===== src/rtl/dtp_defines.svh =====
// constants for the debug and trace port start-up block
`ifndef DTP_DEFINES_SVH
`define DTP_DEFINES_SVH
// register byte offsets
`define DTP_ADR_CTRL 8'h00
`define DTP_ADR_STAT 8'h04
`define DTP_ADR_RXD 8'h08
// control fields
`define DTP_CTRL_SPRD 0
`define DTP_CTRL_PDIS_LO 8
`define DTP_CTRL_PDIS_HI 11
// status fields
`define DTP_ST_EN 0
`define DTP_ST_FULL 1
`define DTP_ST_RXAV 2
`define DTP_ST_EVTPD 3
`define DTP_ST_MCKPD 4
`define DTP_ST_MSIPU 5
// reset values
`define DTP_PDIS_RST 4'h0
`define DTP_WORD_ZERO 32'h0000_0000
// serialiser beats and data-out lane enables
`define DTP_BEATS_RED 2'h3
`define DTP_RX_FULL_CNT 4'h4
`define DTP_RX_RED_CNT 4'h8
`define DTP_MDO_RED_OE 8'h03
`define DTP_MDO_FULL_OE 8'hff
`endif


===== src/rtl/dtp_pkg.sv =====
// shared types for the debug and trace port start-up block
package dtp_pkg;
   typedef struct packed {
      logic en;
      logic full;
   } dtp_cfg_t;
   typedef struct packed {
      logic last;
      logic [7:0] data;
   } dtp_word_t;
   typedef enum logic {TX_IDLE, TX_SHIFT} dtp_tx_st_t;
endpackage


===== src/rtl/dtp_fifo.sv =====
// trace byte fifo with valid/ready on both sides
`timescale 1ns/1ps
`default_nettype none
module dtp_fifo #(
   parameter int W = 9,
   parameter int DEPTH = 16
) (
   input wire logic clk,
   input wire logic rst_n,
   input wire logic clk_en,
   input wire logic in_valid,
   output var logic in_ready,
   input wire logic [W-1:0] in_data,
   output logic out_valid,
   input wire logic out_ready,
   output logic [W-1:0] out_data
);
   localparam int AW = $clog2(DEPTH);
   logic [W-1:0] mem [DEPTH];
   logic [AW-1:0] wr_q;
   logic [AW-1:0] rd_q;
   logic [AW:0] cnt_q;
   logic [AW:0] cnt_d;
   logic push;
   logic pop;

   assign push = in_valid && in_ready;
   assign pop = out_valid && out_ready;
   assign out_valid = (cnt_q != '0);
   assign out_data = mem[rd_q];

   always_comb
   begin
      cnt_d = cnt_q;
      if (push && !pop)
         cnt_d = cnt_q + 1'b1;
      else if (pop && !push)
         cnt_d = cnt_q - 1'b1;
   end

   always_ff @(posedge clk)
   begin
      if (clk_en && push)
         mem[wr_q] <= in_data;
   end

   always_ff @(posedge clk or negedge rst_n)
   begin
      if (!rst_n)
      begin
         wr_q <= '0;
         rd_q <= '0;
         cnt_q <= '0;
         in_ready <= 1'b0;
      end
      else if (clk_en)
      begin
         if (push)
            wr_q <= AW'((wr_q + 1'b1) % DEPTH);
         if (pop)
            rd_q <= AW'((rd_q + 1'b1) % DEPTH);
         cnt_q <= cnt_d;
         // registered ready: honest, one slot of slack is never needed
         in_ready <= (cnt_d < (AW+1)'(DEPTH));
      end
   end
endmodule
`default_nettype wire


===== src/rtl/dtp_top.sv =====
// debug and trace auxiliary port start-up, pulls and message path
// ---------------------------------------------------------------
// Notes on behaviour
// - the port is enabled at the tool reset rising edge only if event-in is low.
// - on small parts an enable edge while power-on reset is low is ignored.
// - data-in line 0 at the tool reset rising edge picks full or reduced width.
// - event-in high at the edge leaves the port disabled with outputs off.
// - event-in low and data-in 0 high give full width, 2 in and 8 out.
// - event-in and data-in 0 low give reduced width, 1 in and 2 out.
// - the event-in pull-down stays on until software sets its disable bit while the port is enabled.
// - pull-downs on message clock in and data-in 0 drop when reset ends.
// - start-in and data-in 1 pulls stay on until disable field bit 0 is set.
// - full width sends one byte per system clock.
// - inbound 2-bit data runs at half the system clock or slower.
// - the message clock out runs at the system clock and times the outputs.
// - reduced width drives only data-out lines 0 and 1.
// - start/end out marks the first and last transfer of each packet.
// ---------------------------------------------------------------
//
// Decided for this implementation: the register addresses and register access over Wishbone.
`timescale 1ns/1ps
`default_nettype none
`include "dtp_defines.svh"
module dtp_top #(
   parameter bit SMALL_FAMILY = 1'b1,
   parameter int FIFO_DEPTH = 16
) (
   input wire logic clk,
   input wire logic rst_n,
   input wire logic clk_en,
   input wire logic power_on_reset_n,
   input wire logic hard_reset_n,
   input wire logic tool_reset_n,
   input wire logic event_in_n,
   input wire logic [1:0] msg_data_in,
   input wire logic msg_clk_in,
   input wire logic msg_start_in_n,
   input wire logic pull_sel,
   input wire logic trc_valid,
   output var logic trc_ready,
   input wire logic [7:0] trc_data,
   input wire logic trc_last,
   output logic [7:0] msg_data_out,
   output logic [7:0] msg_data_oe,
   output logic msg_start_end_n,
   output logic msg_start_end_oe,
   output logic msg_clk_run,
   output logic msg_clk_oe,
   output logic [7:0] msg_in_byte,
   output logic msg_in_valid,
   output logic evt_pulldown_en,
   output logic mck_pulldown_en,
   output logic mdi0_pulldown_en,
   output logic aux_pull_en,
   output logic aux_pull_up,
   input wire logic [7:0] wb_adr_i,
   input wire logic [31:0] wb_dat_i,
   output logic [31:0] wb_dat_o,
   input wire logic wb_we_i,
   input wire logic [3:0] wb_sel_i,
   input wire logic wb_cyc_i,
   input wire logic wb_stb_i,
   output logic wb_ack_o
);
   // ------------------------------------------------------------
   // pin synchronisers
   // ------------------------------------------------------------
   logic [8:0] pin_raw;
   logic [8:0] s1_q;
   logic [8:0] s2_q;
   logic por_s, hrst_s, rsti_s, evt_s, mdi0_s, mdi1_s, msi_s, mck_s, psel_s;
   logic rsti_prev_q, mck_prev_q, rsti_rise, rsti_fall, mck_rise;

   assign pin_raw = {pull_sel, msg_clk_in, msg_start_in_n, msg_data_in,
                     event_in_n, tool_reset_n, hard_reset_n, power_on_reset_n};
   assign {psel_s, mck_s, msi_s, mdi1_s, mdi0_s, evt_s, rsti_s, hrst_s,
           por_s} = s2_q;

   always_ff @(posedge clk or negedge rst_n)
   begin
      if (!rst_n)
      begin
         s1_q <= '0;
         s2_q <= '0;
         rsti_prev_q <= 1'b0;
         mck_prev_q <= 1'b0;
      end
      else if (clk_en)
      begin
         s1_q <= pin_raw;
         s2_q <= s1_q;
         rsti_prev_q <= rsti_s;
         mck_prev_q <= mck_s;
      end
   end

   assign rsti_rise = rsti_s && !rsti_prev_q;
   assign rsti_fall = !rsti_s && rsti_prev_q;
   assign mck_rise = mck_s && !mck_prev_q;

   // ------------------------------------------------------------
   // enable and width capture
   // ------------------------------------------------------------
   dtp_pkg::dtp_cfg_t cfg_q;
   logic accept;

   // synced levels share the edge's delay, so the 4-clock setup holds
   assign accept = rsti_rise && (por_s || !SMALL_FAMILY);

   always_ff @(posedge clk or negedge rst_n)
   begin
      if (!rst_n)
         cfg_q <= '0;
      else if (clk_en)
      begin
         if (accept)
         begin
            cfg_q.en <= !evt_s;
            cfg_q.full <= !evt_s && mdi0_s;
         end
         else if (!por_s || rsti_fall)
            cfg_q <= '0;
      end
   end

   // ------------------------------------------------------------
   // register slave
   // ------------------------------------------------------------
   logic sprd_q;
   logic [3:0] pdis_q;
   logic rx_av_q;
   logic bus_req, rd_rxd;

   assign bus_req = wb_cyc_i && wb_stb_i && !wb_ack_o;
   assign rd_rxd = bus_req && !wb_we_i && (wb_adr_i == `DTP_ADR_RXD);

   always_ff @(posedge clk or negedge rst_n)
   begin
      if (!rst_n)
      begin
         wb_ack_o <= 1'b0;
         wb_dat_o <= `DTP_WORD_ZERO;
         sprd_q <= 1'b0;
         pdis_q <= `DTP_PDIS_RST;
      end
      else if (clk_en)
      begin
         wb_ack_o <= bus_req;
         wb_dat_o <= `DTP_WORD_ZERO;
         if (bus_req && wb_we_i && wb_adr_i == `DTP_ADR_CTRL)
         begin
            if (wb_sel_i[0])
               sprd_q <= wb_dat_i[`DTP_CTRL_SPRD];
            if (wb_sel_i[1])
               pdis_q <= wb_dat_i[`DTP_CTRL_PDIS_HI:`DTP_CTRL_PDIS_LO];
         end
         if (bus_req && !wb_we_i)
         begin
            case (wb_adr_i)
               `DTP_ADR_CTRL:
               begin
                  wb_dat_o[`DTP_CTRL_SPRD] <= sprd_q;
                  wb_dat_o[`DTP_CTRL_PDIS_HI:`DTP_CTRL_PDIS_LO] <= pdis_q;
               end
               `DTP_ADR_STAT:
               begin
                  wb_dat_o[`DTP_ST_EN] <= cfg_q.en;
                  wb_dat_o[`DTP_ST_FULL] <= cfg_q.full;
                  wb_dat_o[`DTP_ST_RXAV] <= rx_av_q;
                  wb_dat_o[`DTP_ST_EVTPD] <= evt_pulldown_en;
                  wb_dat_o[`DTP_ST_MCKPD] <= mck_pulldown_en;
                  wb_dat_o[`DTP_ST_MSIPU] <= aux_pull_en;
               end
               `DTP_ADR_RXD:
                  wb_dat_o[7:0] <= msg_in_byte;
               default:
                  wb_dat_o <= `DTP_WORD_ZERO;
            endcase
         end
      end
   end

   // ------------------------------------------------------------
   // pull control
   // ------------------------------------------------------------
   always_ff @(posedge clk or negedge rst_n)
   begin
      if (!rst_n)
      begin
         evt_pulldown_en <= 1'b1;
         mck_pulldown_en <= 1'b1;
         mdi0_pulldown_en <= 1'b1;
         aux_pull_en <= 1'b1;
         aux_pull_up <= 1'b0;
      end
      else if (clk_en)
      begin
         evt_pulldown_en <= !(cfg_q.en && sprd_q);
         if (!por_s)
         begin
            mck_pulldown_en <= 1'b1;
            mdi0_pulldown_en <= 1'b1;
         end
         else if (hrst_s)
         begin
            mck_pulldown_en <= 1'b0;
            mdi0_pulldown_en <= 1'b0;
         end
         aux_pull_en <= !pdis_q[0];
         aux_pull_up <= psel_s;
      end
   end

   // ------------------------------------------------------------
   // outbound trace path
   // ------------------------------------------------------------
   dtp_pkg::dtp_word_t f_word;
   dtp_pkg::dtp_tx_st_t st_q;
   logic f_valid, pop, first_q, last_q;
   logic [5:0] sh_q;
   logic [1:0] beat_q;

   // a disabled port stops draining, so the source sees back-pressure
   assign pop = cfg_q.en && f_valid && (st_q == dtp_pkg::TX_IDLE);

   dtp_fifo #(
      .W(9),
      .DEPTH(FIFO_DEPTH)
   ) dtp_fifo_inst (
      .clk(clk),
      .rst_n(rst_n),
      .clk_en(clk_en),
      .in_valid(trc_valid),
      .in_ready(trc_ready),
      .in_data({trc_last, trc_data}),
      .out_valid(f_valid),
      .out_ready(pop),
      .out_data(f_word)
   );

   always_ff @(posedge clk or negedge rst_n)
   begin
      if (!rst_n)
      begin
         st_q <= dtp_pkg::TX_IDLE;
         sh_q <= '0;
         beat_q <= '0;
         first_q <= 1'b1;
         last_q <= 1'b0;
         msg_data_out <= '0;
         msg_start_end_n <= 1'b1;
      end
      else if (clk_en)
      begin
         msg_start_end_n <= 1'b1;
         msg_data_out <= '0;
         case (st_q)
            dtp_pkg::TX_IDLE:
            begin
               if (pop && cfg_q.full)
               begin
                  msg_data_out <= f_word.data;
                  msg_start_end_n <= !(first_q || f_word.last);
                  first_q <= f_word.last;
               end
               else if (pop)
               begin
                  msg_data_out <= {6'h00, f_word.data[1:0]};
                  msg_start_end_n <= !first_q;
                  sh_q <= f_word.data[7:2];
                  last_q <= f_word.last;
                  first_q <= 1'b0;
                  beat_q <= `DTP_BEATS_RED;
                  st_q <= dtp_pkg::TX_SHIFT;
               end
            end
            dtp_pkg::TX_SHIFT:
            begin
               msg_data_out <= {6'h00, sh_q[1:0]};
               sh_q <= {2'h0, sh_q[5:2]};
               beat_q <= beat_q - 1'b1;
               if (beat_q == 2'h1)
               begin
                  msg_start_end_n <= !last_q;
                  first_q <= last_q;
                  st_q <= dtp_pkg::TX_IDLE;
               end
               if (!cfg_q.en)
                  st_q <= dtp_pkg::TX_IDLE;
            end
            default:
               st_q <= dtp_pkg::TX_IDLE;
         endcase
      end
   end

   // output enables: tri-state while disabled, 2 lanes in reduced form
   always_ff @(posedge clk or negedge rst_n)
   begin
      if (!rst_n)
      begin
         msg_data_oe <= '0;
         msg_start_end_oe <= 1'b0;
         msg_clk_oe <= 1'b0;
         msg_clk_run <= 1'b0;
      end
      else if (clk_en)
      begin
         msg_data_oe <= !cfg_q.en ? 8'h00 :
            (cfg_q.full ? `DTP_MDO_FULL_OE : `DTP_MDO_RED_OE);
         msg_start_end_oe <= cfg_q.en;
         msg_clk_oe <= cfg_q.en;
         // pad gates clk itself: the message clock equals the system clock
         msg_clk_run <= cfg_q.en;
      end
   end

   // ------------------------------------------------------------
   // inbound messages
   // ------------------------------------------------------------
   logic [7:0] in_sh_q;
   logic [3:0] in_cnt_q;
   logic [3:0] in_need;

   assign in_need = cfg_q.full ? `DTP_RX_FULL_CNT : `DTP_RX_RED_CNT;

   // link clock is sampled; it must stay well under half of clk
   always_ff @(posedge clk or negedge rst_n)
   begin
      if (!rst_n)
      begin
         in_sh_q <= '0;
         in_cnt_q <= '0;
         msg_in_byte <= '0;
         msg_in_valid <= 1'b0;
         rx_av_q <= 1'b0;
      end
      else if (clk_en)
      begin
         msg_in_valid <= 1'b0;
         if (rd_rxd)
            rx_av_q <= 1'b0;
         if (cfg_q.en && mck_rise)
         begin
            if (cfg_q.full)
               in_sh_q <= {mdi1_s, mdi0_s, in_sh_q[7:2]};
            else
               in_sh_q <= {mdi0_s, in_sh_q[7:1]};
            if (msi_s && in_cnt_q == in_need - 1'b1)
            begin
               in_cnt_q <= '0;
               msg_in_byte <= cfg_q.full ? {mdi1_s, mdi0_s, in_sh_q[7:2]} :
                  {mdi0_s, in_sh_q[7:1]};
               msg_in_valid <= 1'b1;
               rx_av_q <= 1'b1;
            end
            else if (!msi_s)
               in_cnt_q <= 4'h1;
            else
               in_cnt_q <= in_cnt_q + 1'b1;
         end
      end
   end
endmodule
`default_nettype wire


===== config.mk =====
export PLATFORM = sky130hd
export DESIGN_NAME = dtp_top
export DESIGN_NICKNAME = d
export VERILOG_FILES = /design/src/rtl/dtp_pkg.sv /design/src/rtl/dtp_fifo.sv /design/src/rtl/dtp_top.sv
export VERILOG_INCLUDE_DIRS = /design/src /design/src/rtl
export SDC_FILE = /design/constraint.sdc
export NUM_CORES = 1
export LEC_CHECK = 0
export BUFFER_PORTS_ARGS = -buffer_cell sky130_fd_sc_hd__buf_2
export CAP_MARGIN = 5
export CORE_UTILIZATION = 41
export DETAILED_ROUTE_END_ITERATION = 8
export SLEW_MARGIN = 20
export SYNTH_ARGS = -nofsm -noshare
export SYNTH_HDL_FRONTEND = slang
export SYNTH_SLANG_ARGS = --single-unit

===== constraint.sdc =====
create_clock -name clk -period 5.6 [get_ports clk]
set_input_delay 0.56 -clock clk [delete_from_list [all_inputs] [get_ports clk]]
set_output_delay 0.56 -clock clk [all_outputs]
set_load 0.1 [all_outputs]

# Yosys cells after proc, flatten, opt, wreduce, memory -nomap -nowiden
# Memory sizes are Yosys's and may differ from the RTL's.
# Cells that the tools add are included.
# totals
regBits,129
ramBits,144
inputBits,69
output_inout_bits,68
elab_cells,150
mem_count,1
# classes
addsub,7
n_lt_le_gt_ge,1
eq_ne,9
muxes,46
bitwise_logic,2
n_reduce_logical,52
# memory_table
name,depth,word_bits,read_ports,rd_ports_with_merged_regs,write_ports,line,text
dtp_fifo_inst.mem,16,9,1,0,1,dtp_fifo.sv:19,logic [W-1:0] mem [DEPTH];
# ops
operator,n
2-to-1 mux 8 bit,4
logical AND 1 bit,22
2-to-1 mux 1 bit,19
2-to-1 mux 4 bit,4
case mux 8 bit (2 select lines),1
AND reduction 3 bit,5
logical NOT 1 bit,14
adder 4 x 1 -> 4 bit (second input constant),3
2-to-1 mux 12 bit,1
2-to-1 mux 2 bit,6
2-to-1 mux 6 bit,2
case mux 6 bit (2 select lines),1
2-to-1 mux 5 bit,2
case mux 5 bit (2 select lines),1
AND reduction 2 bit,5
== test 8 x 3 -> 1 bit (second input constant),1
== test 8 x 4 -> 1 bit (second input constant),1
logical NOT 8 bit,1
!= test 2 x 1 -> 1 bit (second input constant),3
case mux 1 bit (2 select lines),3
adder 5 x 1 -> 5 bit (second input constant),1
less-than comparator 5 bit (second input constant),1
nonzero test 5 bit,1
subtractor 5 x 1 -> 5 bit (second input constant),1
other kinds (12),14

# Logic depth before layout (Yosys ltp)
# depth
depth_word,8
mapped_depth,12
mapped_depth_nobuf,11

# Modules after synthesis
# Synthesis repeated with hierarchy kept, for this count alone.
# hier_totals
hier_cells,667
area_unflattened_um2,10487.6
# by_module_without_submodules
mod,instances,cells_each,area_each_um2,seq_area_each_um2
dtp_fifo,1,328,6389.9,4674.5
dtp_top,1,339,4097.7,2183.3

# Worst setup path before layout
# No wires, ideal clock.
# synth_timing
path_type,reg2reg
startpoint,register dtp_fifo_inst.cnt_q[0]
endpoint,register dtp_fifo_inst.cnt_q[3]
setup_time_ns,0.082
arrival_time_ns,2.404
required_time_ns,5.518
setup_slack_ns,3.114
stages_incl_launch_ff,13
n_path_buf,1
synth_period_minus_slack_ns,2.486
path_cell_list,dfrtp_1 > inv_1 > ha_1 > nor4b_1 > nor3_1 > inv_1 > ha_1 > clkbuf_1 > inv_1 > nand2_1 > o41ai_1 > a21oi_1 > a31oi_1
# synth_between
elab_chain_cells,7
elab_cells_between_ends,11
cone_classes,add/sub (2); mux (2); reduce/logical (7)
# synth_rtl
item,line,text
start: declaration,dtp_fifo.sv:22,logic [AW:0] cnt_q;
start signal: assignment,dtp_fifo.sv:62,cnt_q <= cnt_d;
branches (longest 6 deep; another with subtractor 5 x 1 -> 5 bit),n/a,
2-to-1 mux 5 bit *,dtp_fifo.sv:35,if (push && !pop)
# Mark *: on every way between the ends.
# A chain may end at the register's enable or synchronous reset.

# Worst setup path in the final report
# Ends and elaborated chain as after synthesis.

==> flow_summary.html <==
<table>
<tr><th>Metric</th><th>Value</th></tr>
<tr><th colspan="2">Status</th></tr>
<tr><td>Run status</td><td>complete, no violations</td></tr>
<tr><th colspan="2">Job</th></tr>
<tr><td>Number of maximum-capacitance violations</td><td>0</td></tr>
<tr><th colspan="2">Finish</th></tr>
<tr><td>N_diodes</td><td>0</td></tr>
<tr><td>Final net count</td><td>883</td></tr>
<tr><td>Layout Utilization</td><td>a little under half</td></tr>
<tr><td>Proportion of layout cells with a drive suffix above 1</td><td>~22%</td></tr>
<tr><td>Area growth, synth to finish</td><td>13.0%</td></tr>
<tr><td>Number of non-filler instances in the completed layout</td><td>~1.1k</td></tr>
<tr><th colspan="2">Setup path</th></tr>
<tr><td>Arrival time of the worst setup path</td><td>around 3500 ps</td></tr>
<tr><td>CP max stage cell</td><td>nor3_1</td></tr>
<tr><td>Required @ worst endpoint</td><td>6030 ps</td></tr>
<tr><td>Critical Path, Cell by Cell</td><td>inv_1, ha_1, nor4b_1, nor3_1, inv_1, ha_1, inv_1, nand2_1, o41ai_1, a21oi_1, a31oi_1</td></tr>
<tr><td>Max incr delay on CP</td><td>620 ps</td></tr>
<tr><td>Cell repeated most along the worst path</td><td>inv_1</td></tr>
<tr><td>Kind of end point of the critical path</td><td>flop</td></tr>
<tr><td>Largest fanout of any net on the critical path</td><td>8</td></tr>
<tr><td>Launching element type of the critical path</td><td>flop</td></tr>
<tr><td>Category of the most critical setup path</td><td>flop to flop</td></tr>
<tr><th colspan="2">Power</th></tr>
<tr><td>Maximum vdd ir drop</td><td>around 0.00028 V</td></tr>
<tr><td>Reported leakage power</td><td>around 0.0046 uW</td></tr>
<tr><td>Ratio of total power to cell area</td><td>about 430 nW/um^2</td></tr>
<tr><th colspan="2">Clock network</th></tr>
<tr><td>TritonCTS Sinks</td><td>about 250</td></tr>
<tr><td>Setup bufs post-CTS</td><td>0</td></tr>
<tr><td>Num CTS Buffers</td><td>25</td></tr>
<tr><td># resized after CTS</td><td>0</td></tr>
<tr><td>TritonCTS clock tree</td><td>done</td></tr>
<tr><td>Clk slew on worst S/H paths</td><td>approximately 60 ps</td></tr>
<tr><td>H-tree levels</td><td>1</td></tr>
<tr><td>Clock tree root driver cell</td><td>clkbuf_16</td></tr>
<tr><td>Hold-fix buffers at CTS</td><td>0</td></tr>
<tr><td>Maximum count of clock buffers along a single path</td><td>3</td></tr>
<tr><td>Source-to-sink clock delay at the later pin of the worst-skew pair</td><td>between 500 and 600 ps</td></tr>
<tr><th colspan="2">Logic synthesis</th></tr>
<tr><td>Cell variety after synth</td><td>between 50 and 60</td></tr>
<tr><td>Count leader, synth</td><td>edfxtp_1</td></tr>
<tr><td>Post-synth top flop</td><td>edfxtp_1</td></tr>
<tr><td>Synthesized area</td><td>between 10000 and 15000 um^2</td></tr>
<tr><td>Share of async-settable or async-resettable flops after synthesis</td><td>approximately 41%</td></tr>
<tr><td>Top cell types by occurrence after synthesis</td><td>edfxtp_1 (144), dfrtp_1 (96), mux2i_1 (58)</td></tr>
<tr><td>Synth warnings</td><td>0</td></tr>
<tr><td>Main area contributors after synthesis</td><td>edfxtp_1 (42%), dfrtp_1 (23%), mux2i_1 (5.6%), mux4_2 (3.5%), mux2_2 (2.6%)</td></tr>
<tr><td>Average footprint of a synthesized cell</td><td>~14 um^2</td></tr>
<tr><td>Sequential share of the synthesized area</td><td>around two thirds</td></tr>
<tr><td>EDFF count, synth</td><td>144</td></tr>
<tr><td>Number of standard cells after synthesis</td><td>~730</td></tr>
<tr><td>Register bit count reported by yosys</td><td>~250</td></tr>
<tr><td>Cell taking the most area after synthesis</td><td>edfxtp_1</td></tr>
<tr><td>Top cell type's share of synthesized area</td><td>about two fifths</td></tr>
<tr><th colspan="2">Floorplan</th></tr>
<tr><td>Placement row count</td><td>57</td></tr>
<tr><td>Die Footprint</td><td>approximately 26000 um^2</td></tr>
<tr><td>Vert. Die Dim</td><td>between 150 and 200 um</td></tr>
<tr><td>Die extent in x</td><td>around 160 um</td></tr>
<tr><td>Initial core utilization</td><td>between 40% and 50%</td></tr>
<tr><td>Number of top-level pins</td><td>around 140</td></tr>
<tr><td>Area of the core</td><td>around 25000 um^2</td></tr>
<tr><th colspan="2">Route</th></tr>
<tr><td>Via count</td><td>between 5k and 6k</td></tr>
<tr><td>Number of remaining DRC errors</td><td>0</td></tr>
<tr><td>First-pass iteration count of the detailed router</td><td>5</td></tr>
<tr><td>Total routed wirelength</td><td>20400 um</td></tr>
<tr><td>Average routed wire per standard cell</td><td>between 15 and 20 um</td></tr>
<tr><td>DRC violation total after the first TritonRoute iteration</td><td>around 450</td></tr>
<tr><td>Ratio of routed vias to standard cells</td><td>5.25</td></tr>
<tr><td>Routed Antenna Nets</td><td>0</td></tr>
<tr><th colspan="2">STA</th></tr>
<tr><td>Endpoints failing hold</td><td>0</td></tr>
<tr><td>Peak Freq</td><td>approximately 330 MHz</td></tr>
<tr><td>Clock Skew</td><td>approximately 11 ps</td></tr>
<tr><td>Measured slew at the worst slew-check pin</td><td>roughly 1000 ps</td></tr>
<tr><td>Setup repair after global routing missed its margin</td><td>no</td></tr>
<tr><td>Setup TNS</td><td>0 ps</td></tr>
<tr><td>Total count of max-transition violations in the final report</td><td>0</td></tr>
<tr><td>Relative slew slack</td><td>33.5%</td></tr>
<tr><td>Minimum clock period after layout</td><td>3060 ps</td></tr>
<tr><td>Fin worst setup slack</td><td>around 2500 ps</td></tr>
<tr><td>Setup violations, final</td><td>0</td></tr>
<tr><td>Share of the clock period used by the worst path</td><td>a little over half</td></tr>
<tr><th colspan="2">Global route</th></tr>
<tr><td>Wire length of the first global-routing pass</td><td>~32000 um</td></tr>
<tr><td>Vias in the first global route</td><td>roughly 5.9k</td></tr>
<tr><td>Total gr overflow</td><td>0</td></tr>
<tr><td>Overall routing resource usage</td><td>16.0%</td></tr>
<tr><td>Largest net degree at the start of global routing</td><td>54</td></tr>
<tr><td>Initial antenna violation count</td><td>0</td></tr>
<tr><th colspan="2">Worst hold path</th></tr>
<tr><td>Min-delay worst type</td><td>primary input to async pin</td></tr>
<tr><th colspan="2">Place</th></tr>
<tr><td>Placed wire-length estimate</td><td>13200 um</td></tr>
<tr><td>Buffers added on ports</td><td>slightly below 90</td></tr>
<tr><td>Placed Cells incl. Taps</td><td>between 1k and 1.5k</td></tr>
<tr><td>Placer's final routability congestion estimate</td><td>around 0.8</td></tr>
<tr><td>Post-placement worst setup slack</td><td>around 2300 ps</td></tr>
</table>
cell usage in the layout (no fill, tap or decap), drive strengths merged, types with 3 or more instances in the layout:
cell type,instances
a21o,10
a21oi,18
a221o,4
a22o,6
a22oi,21
a31oi,9
a32o,4
and2,18
and3,5
buf,92
clkbuf,34
clkinv,9
conb,20
dfrtp,96
dfstp,5
edfxtp,144
ha,13
inv,26
mux2,26
mux2i,58
mux4,16
nand2,51
nand3,17
nand4,7
nor2,23
nor2b,4
nor3,7
nor4,3
o21ai,32
o22ai,8
o31ai,3
xnor2,7
cells by family (layout without fill, tap and decap cells):
logic type	Yosys count	count (layout)	synth area share, %
DFF	245	245	66.0
muxes	100	100	11.9
and+or+nand+nor	146	146	7.46
AOI/OAI and AO/OA	124	124	7.90
buffers and inverters	87	162	4.35
other	1	20	0.0361
xor gates and xnor gates	9	9	0.759
adders and majority gates	13	13	1.57
stage by stage:
step	hold WS [ps]	cell area, um^2	total power (uW)
2_1_floorplan	264	10500	3250
6_report	57.8	11700	5060
3_3_place_gp	446	11000	3550
3_5_place_dp	448	11000	3560
5_1_grt	88.0	11700	5290
4_1_cts	70.8	11700	5100
final timing paths:
check / from / to / slack [ps] / cells past startpoint
setup / recovery: dtp_fifo_inst.cnt_q[0] / dtp_fifo_inst.cnt_q[3] / 2540 / 11
hold / removal: rst_n / s1_q[6] / 60 / 1
setup reg to reg: dtp_fifo_inst.cnt_q[0] / dtp_fifo_inst.cnt_q[3] / 2540 / 11
hold reg to reg: pdis_q[0] / aux_pull_en / 450 / 1
max in group asynchronous: rst_n / dtp_fifo_inst.rd_q[2] / 4370 / 2
min in group clk: wb_dat_i[10] / pdis_q[2] / 260 / 2
cell type report:
type | instances | area [um^2]
Timing Repair Buffer | 92 | 475
Fill cell | 2180 | 12900
Tap cell | 324 | 405
Multi-Input combinational cell | 412 | 3150
Clock buffer | 34 | 699
Clock inverter | 11 | 58.8
Inverter | 25 | 93.8
Sequential cell | 245 | 6860
critical path, delay by kind of cell (launching register included):
family	cells	cell delay, ps
buf+inv	3	460
compound gates	3	510
simple gates	3	930
fa+ha+maj	2	630
flops	1	440
metal layers:
layer	wire length [um]	part of all wire, %	GRT usage (%)	up-vias
met1	9200	45	21.9	2972
met5	0	0	0	-
met4	438	2.1	4.03	0
met3	1030	5.0	2.26	32
met2	9750	48	26.9	178
li1	-	-	-	2817
registers in the layout (all words and copies together) (netlist names), 2 cells and up:
register / cells
dtp_fifo_inst.wr_q: 4
msg_data_out: 8
in_sh_q: 7
msg_in_byte: 8
s1_q: 9
dtp_fifo_inst.mem: 144
beat_q: 2
dtp_fifo_inst.rd_q: 4
s2_q: 9
msg_data_oe: 2
wb_dat_o: 12
dtp_fifo_inst.cnt_q: 5
cfg_q: 2
sh_q: 6
in_cnt_q: 4
pdis_q: 4
power by group:
group	switching [uW]	internal, uW	total, uW
Combinational	797	462	1260
Clock	660	872	1530
Sequential	174	2090	2270
(Power assumes the default switching activity.)
